**config.mk**
```make
export PLATFORM = sky130hd
export DESIGN_NAME = hpt_regs
export DESIGN_NICKNAME = d
export VERILOG_FILES = /design/src/hpt_pkg.sv /design/src/hpt_pwm_core.sv /design/src/hpt_regs.sv
export VERILOG_INCLUDE_DIRS = /design/src
export SDC_FILE = /design/constraint.sdc
export NUM_CORES = 1
export LEC_CHECK = 0
export ABC_AREA = 1
export ABC_CLOCK_PERIOD_IN_PS = 2900
export BUFFER_PORTS_ARGS = -buffer_cell sky130_fd_sc_hd__buf_2
export CORE_ASPECT_RATIO = 0.8
export CORE_MARGIN = 2
export CORE_UTILIZATION = 52
export CTS_CLUSTER_DIAMETER = 150
export DETAILED_ROUTE_END_ITERATION = 7
export PLACE_DENSITY = 0.77
export SYNTH_ARGS = -nofsm -noshare
export SYNTH_HDL_FRONTEND = slang
export SYNTH_SLANG_ARGS = --single-unit
```
**constraint.sdc**
```tcl
create_clock -name CLK_IN -period 2.9 [get_ports CLK_IN]
set_clock_uncertainty 0.1 [all_clocks]
set_input_delay 0.145 -clock CLK_IN [delete_from_list [all_inputs] [get_ports CLK_IN]]
set_output_delay 0.145 -clock CLK_IN [all_outputs]
set_load 0.05 [all_outputs]
```
**src/hpt_consts.svh**
```systemverilog
// constants for the high-side switch pwm and timer register block
`ifndef HPT_CONSTS_SVH
`define HPT_CONSTS_SVH
// ****************************************************************
// clock and timing
// ****************************************************************
`define HPT_CLK_HZ          50000000
`define HPT_CLK_PERIOD_NS   20
`define HPT_PWM_SLOW_HZ     200
`define HPT_PWM_FAST_HZ     400
`define HPT_PWM_FULL_SCALE  10'h3FF
`define HPT_PWM_SLOW_CYC    (`HPT_CLK_HZ / (`HPT_PWM_SLOW_HZ * 1023))
`define HPT_PWM_FAST_CYC    (`HPT_CLK_HZ / (`HPT_PWM_FAST_HZ * 1023))
`define HPT_TICK_NS         100000
`define HPT_TICK_CYC        (`HPT_TICK_NS / `HPT_CLK_PERIOD_NS)
// ****************************************************************
// register indices (byte address is four times the index)
// ****************************************************************
`define HPT_IDX_RATE        8'h22
`define HPT_IDX_DUTY_HI     8'h23
`define HPT_IDX_DUTY_LO     8'h24
`define HPT_IDX_TIMER       8'h25
`define HPT_IDX_STATUS      8'h26
// ****************************************************************
// field positions and codes
// ****************************************************************
`define HPT_RATE_BIT        7
`define HPT_TW_HI           7
`define HPT_TW_LO           4
`define HPT_TP_HI           2
`define HPT_TP_LO           0
`define HPT_TW_OFF          4'h0
`define HPT_TW_ON           4'hF
`define HPT_RESP_OKAY       2'h0
`define HPT_RESP_SLVERR     2'h2
`endif

```
**src/hpt_pkg.sv**
```systemverilog
// types shared by the high-side switch pwm and timer block
`default_nettype none
package hpt_pkg;
   // pwm channel configuration
   typedef struct packed {
      logic       rate;
      logic [9:0] duty;
   } hpt_pwm_cfg_t;
   // pwm core state
   typedef struct packed {
      logic [7:0] pre;
      logic [9:0] cnt;
      logic       out;
   } hpt_pwm_st_t;
   // register block state
   typedef struct packed {
      logic        aw_full;
      logic [11:0] awaddr;
      logic        w_full;
      logic [7:0]  wdata;
      logic        wstrb0;
      logic        awready;
      logic        wready;
      logic        bvalid;
      logic [1:0]  bresp;
      logic        arready;
      logic        rvalid;
      logic [7:0]  rdata;
      logic [1:0]  rresp;
      logic        rate;
      logic [1:0]  duty_hi;
      logic [7:0]  duty_lo;
      logic [3:0]  tmr_width;
      logic [2:0]  tmr_period;
      logic [12:0] tick_pre;
      logic [14:0] tmr_cnt;
      logic        tmr_out;
   } hpt_top_st_t;
endpackage
`default_nettype wire

```
**src/hpt_pwm_core.sv**
```systemverilog
// ten-bit pwm generator for the high-side switch
`timescale 1ns/1ps
`default_nettype none
`include "hpt_consts.svh"
module hpt_pwm_core (
   input  wire logic                  clk_in,   // 50 mhz clock
   input  wire logic                  rst_in,   // async reset, high
   input  wire logic                  ce_in,    // clock enable
   input  wire hpt_pkg::hpt_pwm_cfg_t cfg_in,   // rate and duty
   output logic                       pwm_out   // switch drive
);
   hpt_pkg::hpt_pwm_st_t st_r;
   hpt_pkg::hpt_pwm_st_t st_nxt;
   logic [7:0]           step_lim;

   // step length: period split into 1023 slots, rounded down
   always_comb begin
      step_lim = cfg_in.rate ? 8'(`HPT_PWM_FAST_CYC - 1)
                             : 8'(`HPT_PWM_SLOW_CYC - 1);
      st_nxt   = st_r;
      if (st_r.pre >= step_lim) begin
         st_nxt.pre = 8'h00;
         // 1023 slots per period so full scale stays on throughout
         st_nxt.cnt = (st_r.cnt >= `HPT_PWM_FULL_SCALE - 10'h001) ? 10'h000
                                                                : st_r.cnt + 10'h001;
      end else begin
         st_nxt.pre = st_r.pre + 8'h01;
      end
      // on while slot index is below duty: 0 never on, 1023 always on
      st_nxt.out = (st_r.cnt < cfg_in.duty);
   end

   // single state register, frozen while ce is low
   always_ff @(posedge clk_in or posedge rst_in) begin
      if (rst_in) begin
         st_r <= '0;
      end else if (ce_in) begin
         st_r <= st_nxt;
      end
   end

   assign pwm_out = st_r.out;

   // ****************************************************************
   // checks
   // ****************************************************************
   duty_off_a : assert property (@(posedge clk_in) disable iff (rst_in)
      (ce_in && cfg_in.duty == 10'h000) |=> !pwm_out)
      else $error("switch on with zero duty");
   duty_full_a : assert property (@(posedge clk_in) disable iff (rst_in)
      (ce_in && cfg_in.duty == 10'h3FF) |=> pwm_out)
      else $error("switch off with full duty");
   slot_duty_a : assert property (@(posedge clk_in) disable iff (rst_in)
      (ce_in && st_r.cnt < cfg_in.duty) |=> pwm_out)
      else $error("switch off inside on slots");
   slot_range_a : assert property (@(posedge clk_in) disable iff (rst_in)
      st_r.cnt <= 10'h3FE)
      else $error("slot index beyond 1022");
   step_rate_a : assert property (@(posedge clk_in) disable iff (rst_in)
      (ce_in && st_r.pre == step_lim) |=> st_r.pre == 8'h00)
      else $error("step length wrong for rate");
endmodule
`default_nettype wire

```
**src/hpt_regs.sv**
```systemverilog
// axi4-lite register block for second pwm channel and first timer
//
// The AXI4-Lite register port is this design's own decision.
`timescale 1ns/1ps
`default_nettype none
`include "hpt_consts.svh"
// Summary of operation
// - duty is high field bits 9:8 joined with low byte bits 7:0
// - duty zero keeps the switch off the whole period
// - duty all ones keeps the switch on the whole period
// - each duty step adds about 0.1 percent on time
// - timer register: width 7:4, reserved bit 3 reads zero, period 2:0
// - rate bit zero gives 200 hz, one gives 400 hz
// - high duty bits sit in 1:0, bits 7:2 read zero
// - timer width zero keeps off, all ones keeps on
module hpt_regs #(
   parameter int TICK_CYC = `HPT_TICK_CYC         // timer tick length in clocks
) (
   input  wire logic        CLK_IN,               // 50 mhz clock
   input  wire logic        SYS_RST_IN,           // async reset, high
   input  wire logic        CE_IN,                // clock enable
   input  wire logic [11:0] S_AXI_AWADDR_IN,      // write address
   input  wire logic        S_AXI_AWVALID_IN,     // write address valid
   output logic             S_AXI_AWREADY_OUT,    // write address ready
   input  wire logic [31:0] S_AXI_WDATA_IN,       // write data
   input  wire logic [3:0]  S_AXI_WSTRB_IN,       // write strobes
   input  wire logic        S_AXI_WVALID_IN,      // write data valid
   output logic             S_AXI_WREADY_OUT,     // write data ready
   output logic [1:0]       S_AXI_BRESP_OUT,      // write response
   output logic             S_AXI_BVALID_OUT,     // write response valid
   input  wire logic        S_AXI_BREADY_IN,      // write response ready
   input  wire logic [11:0] S_AXI_ARADDR_IN,      // read address
   input  wire logic        S_AXI_ARVALID_IN,     // read address valid
   output logic             S_AXI_ARREADY_OUT,    // read address ready
   output logic [31:0]      S_AXI_RDATA_OUT,      // read data
   output logic [1:0]       S_AXI_RRESP_OUT,      // read response
   output logic             S_AXI_RVALID_OUT,     // read data valid
   input  wire logic        S_AXI_RREADY_IN,      // read data ready
   output logic             HSS_PWM_OUT,          // switch drive from pwm
   output logic             HSS_TIMER_OUT         // switch drive from timer
);
   hpt_pkg::hpt_top_st_t st_r;
   hpt_pkg::hpt_top_st_t st_nxt;
   hpt_pkg::hpt_pwm_cfg_t pwm_cfg;
   logic [7:0]            w_idx;
   logic [7:0]            r_idx;
   logic                  w_ok;
   logic                  r_ok;
   logic [14:0]           width_ticks;
   logic [14:0]           period_ticks;

   // ****************************************************************
   // duty assembly and pwm core
   // ****************************************************************
   always_comb begin
      pwm_cfg.rate = st_r.rate;
      pwm_cfg.duty = {st_r.duty_hi, st_r.duty_lo};
   end

   hpt_pwm_core u_pwm (
      .clk_in  (CLK_IN),
      .rst_in  (SYS_RST_IN),
      .ce_in   (CE_IN),
      .cfg_in  (pwm_cfg),
      .pwm_out (HSS_PWM_OUT)
   );

   // timer width and period codes in 0.1 ms ticks
   always_comb begin
      unique case (st_r.tmr_width)
         4'h1:    width_ticks = 15'h0001;
         4'h2:    width_ticks = 15'h0003;
         4'h3:    width_ticks = 15'h0005;
         4'h4:    width_ticks = 15'h000A;
         4'h5:    width_ticks = 15'h0064;
         4'h6:    width_ticks = 15'h00C8;
         4'h7:    width_ticks = 15'h012C;
         4'h8:    width_ticks = 15'h0190;
         4'h9:    width_ticks = 15'h01F4;
         4'hA:    width_ticks = 15'h0258;
         4'hB:    width_ticks = 15'h0320;
         4'hC:    width_ticks = 15'h03E8;
         4'hD:    width_ticks = 15'h05DC;
         4'hE:    width_ticks = 15'h07D0;
         default: width_ticks = 15'h0000;
      endcase
      unique case (st_r.tmr_period)
         3'h0:    period_ticks = 15'h0064;
         3'h1:    period_ticks = 15'h00C8;
         3'h2:    period_ticks = 15'h01F4;
         3'h3:    period_ticks = 15'h03E8;
         3'h4:    period_ticks = 15'h07D0;
         3'h5:    period_ticks = 15'h1388;
         3'h6:    period_ticks = 15'h2710;
         default: period_ticks = 15'h4E20;
      endcase
   end

   // ****************************************************************
   // bus handshake, register writes, timer
   // ****************************************************************
   always_comb begin
      st_nxt = st_r;
      w_idx  = st_r.awaddr[9:2];
      w_ok   = (st_r.awaddr[11:10] == 2'h0) &&
               (w_idx >= `HPT_IDX_RATE) && (w_idx <= `HPT_IDX_TIMER);
      r_idx  = S_AXI_ARADDR_IN[9:2];
      r_ok   = (S_AXI_ARADDR_IN[11:10] == 2'h0) &&
               (r_idx >= `HPT_IDX_RATE) && (r_idx <= `HPT_IDX_STATUS);
      // address and data are caught independently, in either order
      if (S_AXI_AWVALID_IN && st_r.awready) begin
         st_nxt.aw_full = 1'b1;
         st_nxt.awaddr  = S_AXI_AWADDR_IN;
      end
      if (S_AXI_WVALID_IN && st_r.wready) begin
         st_nxt.w_full = 1'b1;
         st_nxt.wdata  = S_AXI_WDATA_IN[7:0];
         st_nxt.wstrb0 = S_AXI_WSTRB_IN[0];
      end
      if (st_r.bvalid && S_AXI_BREADY_IN) begin
         st_nxt.bvalid = 1'b0;
      end
      // commit once both halves are held; lane 0 strobe gates the store
      if (st_r.aw_full && st_r.w_full && !st_r.bvalid) begin
         st_nxt.aw_full = 1'b0;
         st_nxt.w_full  = 1'b0;
         st_nxt.bvalid  = 1'b1;
         st_nxt.bresp   = w_ok ? `HPT_RESP_OKAY : `HPT_RESP_SLVERR;
         if (w_ok && st_r.wstrb0) begin
            unique case (w_idx)
               `HPT_IDX_RATE:    st_nxt.rate = st_r.wdata[`HPT_RATE_BIT];
               `HPT_IDX_DUTY_HI: st_nxt.duty_hi = st_r.wdata[1:0];
               `HPT_IDX_DUTY_LO: st_nxt.duty_lo = st_r.wdata;
               default: begin
                  st_nxt.tmr_width  = st_r.wdata[`HPT_TW_HI:`HPT_TW_LO];
                  st_nxt.tmr_period = st_r.wdata[`HPT_TP_HI:`HPT_TP_LO];
               end
            endcase
         end
      end
      // reads answer one cycle after the address is taken
      if (st_r.rvalid && S_AXI_RREADY_IN) begin
         st_nxt.rvalid = 1'b0;
      end
      if (S_AXI_ARVALID_IN && st_r.arready) begin
         st_nxt.rvalid = 1'b1;
         st_nxt.rresp  = r_ok ? `HPT_RESP_OKAY : `HPT_RESP_SLVERR;
         st_nxt.rdata  = 8'h00;
         if (r_ok) begin
            unique case (r_idx)
               `HPT_IDX_RATE:    st_nxt.rdata = {st_r.rate, 7'h00};
               `HPT_IDX_DUTY_HI: st_nxt.rdata = {6'h00, st_r.duty_hi};
               `HPT_IDX_DUTY_LO: st_nxt.rdata = st_r.duty_lo;
               `HPT_IDX_TIMER:   st_nxt.rdata = {st_r.tmr_width, 1'b0,
                                                 st_r.tmr_period};
               default:          st_nxt.rdata = {6'h00, st_r.tmr_out, HSS_PWM_OUT};
            endcase
         end
      end
      st_nxt.awready = !st_nxt.aw_full;
      st_nxt.wready  = !st_nxt.w_full;
      st_nxt.arready = !st_nxt.rvalid;
      // timer: tick counter then on-width compare inside the period
      if (st_r.tick_pre >= 13'(TICK_CYC - 1)) begin
         st_nxt.tick_pre = 13'h0000;
         st_nxt.tmr_cnt  = (st_r.tmr_cnt >= period_ticks - 15'h0001) ? 15'h0000
                                                                   : st_r.tmr_cnt + 15'h0001;
      end else begin
         st_nxt.tick_pre = st_r.tick_pre + 13'h0001;
      end
      // width longer than the period simply saturates on
      st_nxt.tmr_out = (st_r.tmr_width == `HPT_TW_ON) ||
                       ((st_r.tmr_width != `HPT_TW_OFF) && (st_r.tmr_cnt < width_ticks));
   end

   // single state register, frozen while ce is low
   always_ff @(posedge CLK_IN or posedge SYS_RST_IN) begin
      if (SYS_RST_IN) begin
         st_r         <= '0;
         st_r.awready <= 1'b1;
         st_r.wready  <= 1'b1;
         st_r.arready <= 1'b1;
      end else if (CE_IN) begin
         st_r <= st_nxt;
      end
   end

   // outputs straight from state flops
   assign S_AXI_AWREADY_OUT = st_r.awready;
   assign S_AXI_WREADY_OUT  = st_r.wready;
   assign S_AXI_BVALID_OUT  = st_r.bvalid;
   assign S_AXI_BRESP_OUT   = st_r.bresp;
   assign S_AXI_ARREADY_OUT = st_r.arready;
   assign S_AXI_RVALID_OUT  = st_r.rvalid;
   assign S_AXI_RDATA_OUT   = {24'h000000, st_r.rdata};
   assign S_AXI_RRESP_OUT   = st_r.rresp;
   assign HSS_TIMER_OUT     = st_r.tmr_out;

   // ****************************************************************
   // checks
   // ****************************************************************
   duty_join_a : assert property (@(posedge CLK_IN) disable iff (SYS_RST_IN)
      (CE_IN && st_r.aw_full && st_r.w_full && !st_r.bvalid && st_r.wstrb0 &&
       st_r.awaddr == 12'h090) |=> pwm_cfg.duty[7:0] == $past(st_r.wdata))
      else $error("low duty byte not stored");
   timer_rsvd_a : assert property (@(posedge CLK_IN) disable iff (SYS_RST_IN)
      (CE_IN && S_AXI_ARVALID_IN && st_r.arready && S_AXI_ARADDR_IN == 12'h094)
      |=> S_AXI_RVALID_OUT && !S_AXI_RDATA_OUT[3])
      else $error("timer reserved bit not zero");
   hi_rsvd_a : assert property (@(posedge CLK_IN) disable iff (SYS_RST_IN)
      (CE_IN && S_AXI_ARVALID_IN && st_r.arready && S_AXI_ARADDR_IN == 12'h08C)
      |=> S_AXI_RDATA_OUT[7:2] == 6'h00)
      else $error("duty high reserved bits not zero");
   timer_off_a : assert property (@(posedge CLK_IN) disable iff (SYS_RST_IN)
      (CE_IN && st_r.tmr_width == 4'h0) |=> !HSS_TIMER_OUT)
      else $error("timer on with off code");
   timer_on_a : assert property (@(posedge CLK_IN) disable iff (SYS_RST_IN)
      (CE_IN && st_r.tmr_width == 4'hF) |=> HSS_TIMER_OUT)
      else $error("timer off with on code");
endmodule
`default_nettype wire

```
==> flow_metrics.env <==
export IMPL_viasPerCell=5.06
export IMPL_worstMarginPinSlew_ns=0.713
export IMPL_ys_flop_type="dfrtp_1"
export IMPL_p_per_area_nw_per_um2=633
export IMPL_dieHeight_um=107
export IMPL_peakVddDrop_mv=0.356
export IMPL_grt_overflow=0
export IMPL_end_kind="flip-flop"
export IMPL_power_w=0.00482
export IMPL_grt_max_degree=73
export IMPL_syn_area_per_cell_um2=7.46
export IMPL_hold_class="primary input to flip-flop"
export IMPL_synth_cell_types=45
export IMPL_dp_hpwl_mm=11.0
export IMPL_cts_max_path_buffers=2
export IMPL_gp_congestion=0.905
export IMPL_worstPathArrival_ns=2.78
export IMPL_htreeDepth=3
export IMPL_synth_area_leaders="dfrtp_1 (36%), nand2_1 (14%), ha_1 (8.4%)"
export IMPL_timing_final_crit_share_pct=89.3
export IMPL_ant_nets=0
export IMPL_track_usage_pct=22.8
export IMPL_synthTopCellsByCount="nand2_1 (253), inv_1 (116), dfrtp_1 (99)"
export IMPL_setup_violations=0
export IMPL_cts_root_buffer="clkbuf_16"
export IMPL_rsz0062_at_grt="false"
export IMPL_cts_sinks=102
export IMPL_p_leak_nw=3.98
export IMPL_ys_seq_area_share_pct=37.4
export IMPL_r2r_slack_ns=0.31
export IMPL_grt_pass1_wl_mm=25.6
export IMPL_slew_violations=0
export IMPL_ios=111
export IMPL_core_um2=12800
export IMPL_drt_pass1_iter_count=5
export IMPL_wl_per_cell_um=13.0
export IMPL_crit_required_ns=3.09
export IMPL_clkTransAtPathRegs_ns=0.07
export IMPL_synth_top_cell_area_share_pct=36.3
export IMPL_post_route_min_period_ns=2.59
export IMPL_area_growth_syn_to_layout_pct=11.5
export IMPL_drive_above_1_share_pct=11.8
export IMPL_antenna_cells=0
export IMPL_synth_most_common_cell="nand2_1"
export IMPL_initialDrtViolationCount=431
export IMPL_cp_start_kind="flip-flop"
export IMPL_cp_endpoint="st_r[13]$_DFFE_PP0P_"
export IMPL_initial_utilization_pct=53.3
export IMPL_dieArea_um2=14100
export IMPL_cp_max_fo=9
export IMPL_ff2ff_path_depth=15
export IMPL_drc_errors=0
export IMPL_r2r_start="st_r[31]$_DFFE_PP0P_"
export IMPL_wl_mm=15.1
export IMPL_whs_ns=0.0130
export IMPL_grt_antenna_before_repair=0
export IMPL_crit_chain="inv_1, nand2_1, ha_1, xnor2_1, o21ai_0, ha_1, nand2_1, nor2_1, nand2_1, nand3_1, nand2_1, nand2_1, nor2_2, nand3_1, nand2_1"
export IMPL_die_w_um=132
export IMPL_crit_top_cell="nand2_1"
export IMPL_synth_top_cell_by_area="dfrtp_1"
export IMPL_max_freq_mhz=386
export IMPL_nets=1092
export IMPL_cts_buffers=9
export IMPL_crit_path_start="st_r[31]$_DFFE_PP0P_"
export IMPL_slowest_stage="dfrtp_1"
export IMPL_maxSlewHeadroom_pct=52.4
export IMPL_r2r_end="st_r[13]$_DFFE_PP0P_"
export IMPL_synth_edff_count=0
export IMPL_synth_seq_cells=102
export IMPL_hold_viol=0
export IMPL_critical_path_class="flip-flop to flip-flop"
export IMPL_grt_pass1_vias=5270
export IMPL_syn_area_um2=6830
export IMPL_post_cts_buffers=0
export IMPL_insertion_delay_ns=0.35
export IMPL_max_cap_violations=0
export IMPL_async_flop_share_pct=100
export IMPL_rows=37
export IMPL_vias=5865
export IMPL_max_stage_delay_ns=0.43
export IMPL_cts_tree="yes"
export IMPL_finalSetupTns_ns=0
export IMPL_synth_cells=916
export IMPL_status="complete, no violations"
export IMPL_io_buffers=53
export IMPL_ys_warn_count=0
layout by cell type (no fill, tap or decap), types with 2 or more instances in the layout:
master / count
bufinv_16: 2
o21ai_1: 3
o21a_1: 6
ha_1: 46
nand2_1: 253
nand2_2: 5
nor3_2: 3
xnor2_1: 7
buf_2: 53
inv_2: 6
buf_4: 2
dlygate4sd3_1: 22
o211ai_1: 6
nand2_4: 2
xor2_1: 14
nor2_1: 78
nor2_2: 5
a21oi_1: 25
dfrtp_1: 99
nand4_1: 31
o21ai_2: 7
nor3_1: 14
dfstp_2: 3
clkbuf_16: 9
inv_1: 115
or2_2: 2
conb_1: 26
nand3_1: 59
nand3_2: 3
nor2_4: 6
clkinvlp_4: 2
o21ai_0: 51
stage by stage:
stage	cell area, µm²	std cells	setup slack (ns)	utilization, %
final	7610	1158	0.311	59.4
after global routing	7610	1158	0.0648	59.4
after CTS	7610	1158	0.323	59.4
after detailed placement	7070	1120	0.342	55.1
after global placement	7070	1120	0.402	55.1
after floorplan	6930	941	0.648	-
per-layer routing:
layer  global-route usage (%)  routed length (µm)  vias to the layer above
met5                        0                   0                        -
met4                     6.75                 291                        0
met3                     5.01                 850                       21
met2                     34.3                6390                      170
met1                     32.9                7580                     2664
li1                         -                   -                     3010
worst min path at each step:
| stage | startpoint | endpoint | slack, ns | cells past startpoint |
|---|---|---|---|---|
| 6_report | S_AXI_WVALID_IN | S_AXI_WREADY_OUT$_DFFE_PP1P_ | 0.01 | 3 |
| 5_1_grt | S_AXI_WVALID_IN | S_AXI_WREADY_OUT$_DFFE_PP1P_ | 0.03 | 3 |
| 4_1_cts | S_AXI_WVALID_IN | S_AXI_WREADY_OUT$_DFFE_PP1P_ | 0.002 | 3 |
| 3_5_place_dp | SYS_RST_IN | st_r[80]$_DFFE_PP0P_ | 0.20 | 2 |
| 3_3_place_gp | SYS_RST_IN | st_r[81]$_DFFE_PP0P_ | 0.19 | 2 |
| 2_1_floorplan | S_AXI_AWADDR_IN[7] | st_r[81]$_DFFE_PP0P_ | 0.15 | 2 |
worst max-delay path, delay by kind of cell, from the launching register on:
kind	cells	cell delay (ns)
buffers and inverters	1	0.17
flip-flops	1	0.43
AO/OA/AOI/OAI	1	0.16
adder cells (fa/ha/maj)	2	0.51
AND/OR/NAND/NOR	10	1.03
XOR/XNOR	1	0.13
state kept, by name, summed over array words and instances, names as in the netlist:
| register | flops |
|---|---|
| st_r | 56 |
| u_pwm.st_r | 18 |
| pwm_cfg | 11 |
| S_AXI_RDATA_OUT | 8 |
| HSS_TIMER_OUT | 1 |
| S_AXI_ARREADY_OUT | 1 |
| S_AXI_AWREADY_OUT | 1 |
| S_AXI_BRESP_OUT | 1 |
| S_AXI_BVALID_OUT | 1 |
| S_AXI_RRESP_OUT | 1 |
| S_AXI_RVALID_OUT | 1 |
| S_AXI_WREADY_OUT | 1 |
| u_pwm.pwm_out | 1 |
layout make-up:
cell class	count	area (µm²)
tap	175	219
fill	1167	5210
inverter	124	474
timing repair buffer	78	520
multi-input combinational	663	3520
clock inverter	5	81.3
clock buffer	11	243
sequential	102	2560
kinds of logic (layout without fill, tap and decap cells):
kind of cell	after synthesis	in the layout	share of synthesized area [%]
AND/OR/NAND/NOR	466	466	30.3
buffers and inverters	176	218	12.4
AO/OA/AOI/OAI	104	104	8.68
flip-flops	102	102	37.4
adder cells (fa/ha/maj)	46	46	8.43
XOR/XNOR	21	21	2.69
other	1	26	0.0549
power by group:
group / switching, W / leakage (nW) / total, W / internal (W)
clock: 0.000548 / 0.156 / 0.00133 / 0.000782
combinational: 0.000971 / 2.63 / 0.00150 / 0.000533
sequential: 0.000266 / 1.19 / 0.00199 / 0.00172
total: 0.00179 / 3.98 / 0.00482 / 0.00304
timing repair:
| action | CTS | global route |
|---|---|---|
| setup endpoints to repair | 0 | 0 |
| gates resized for setup | 0 | 0 |
| hold buffers | 22 | 0 |
| hold endpoints to repair | 51 | 0 |
(Power assumes the default switching activity.)
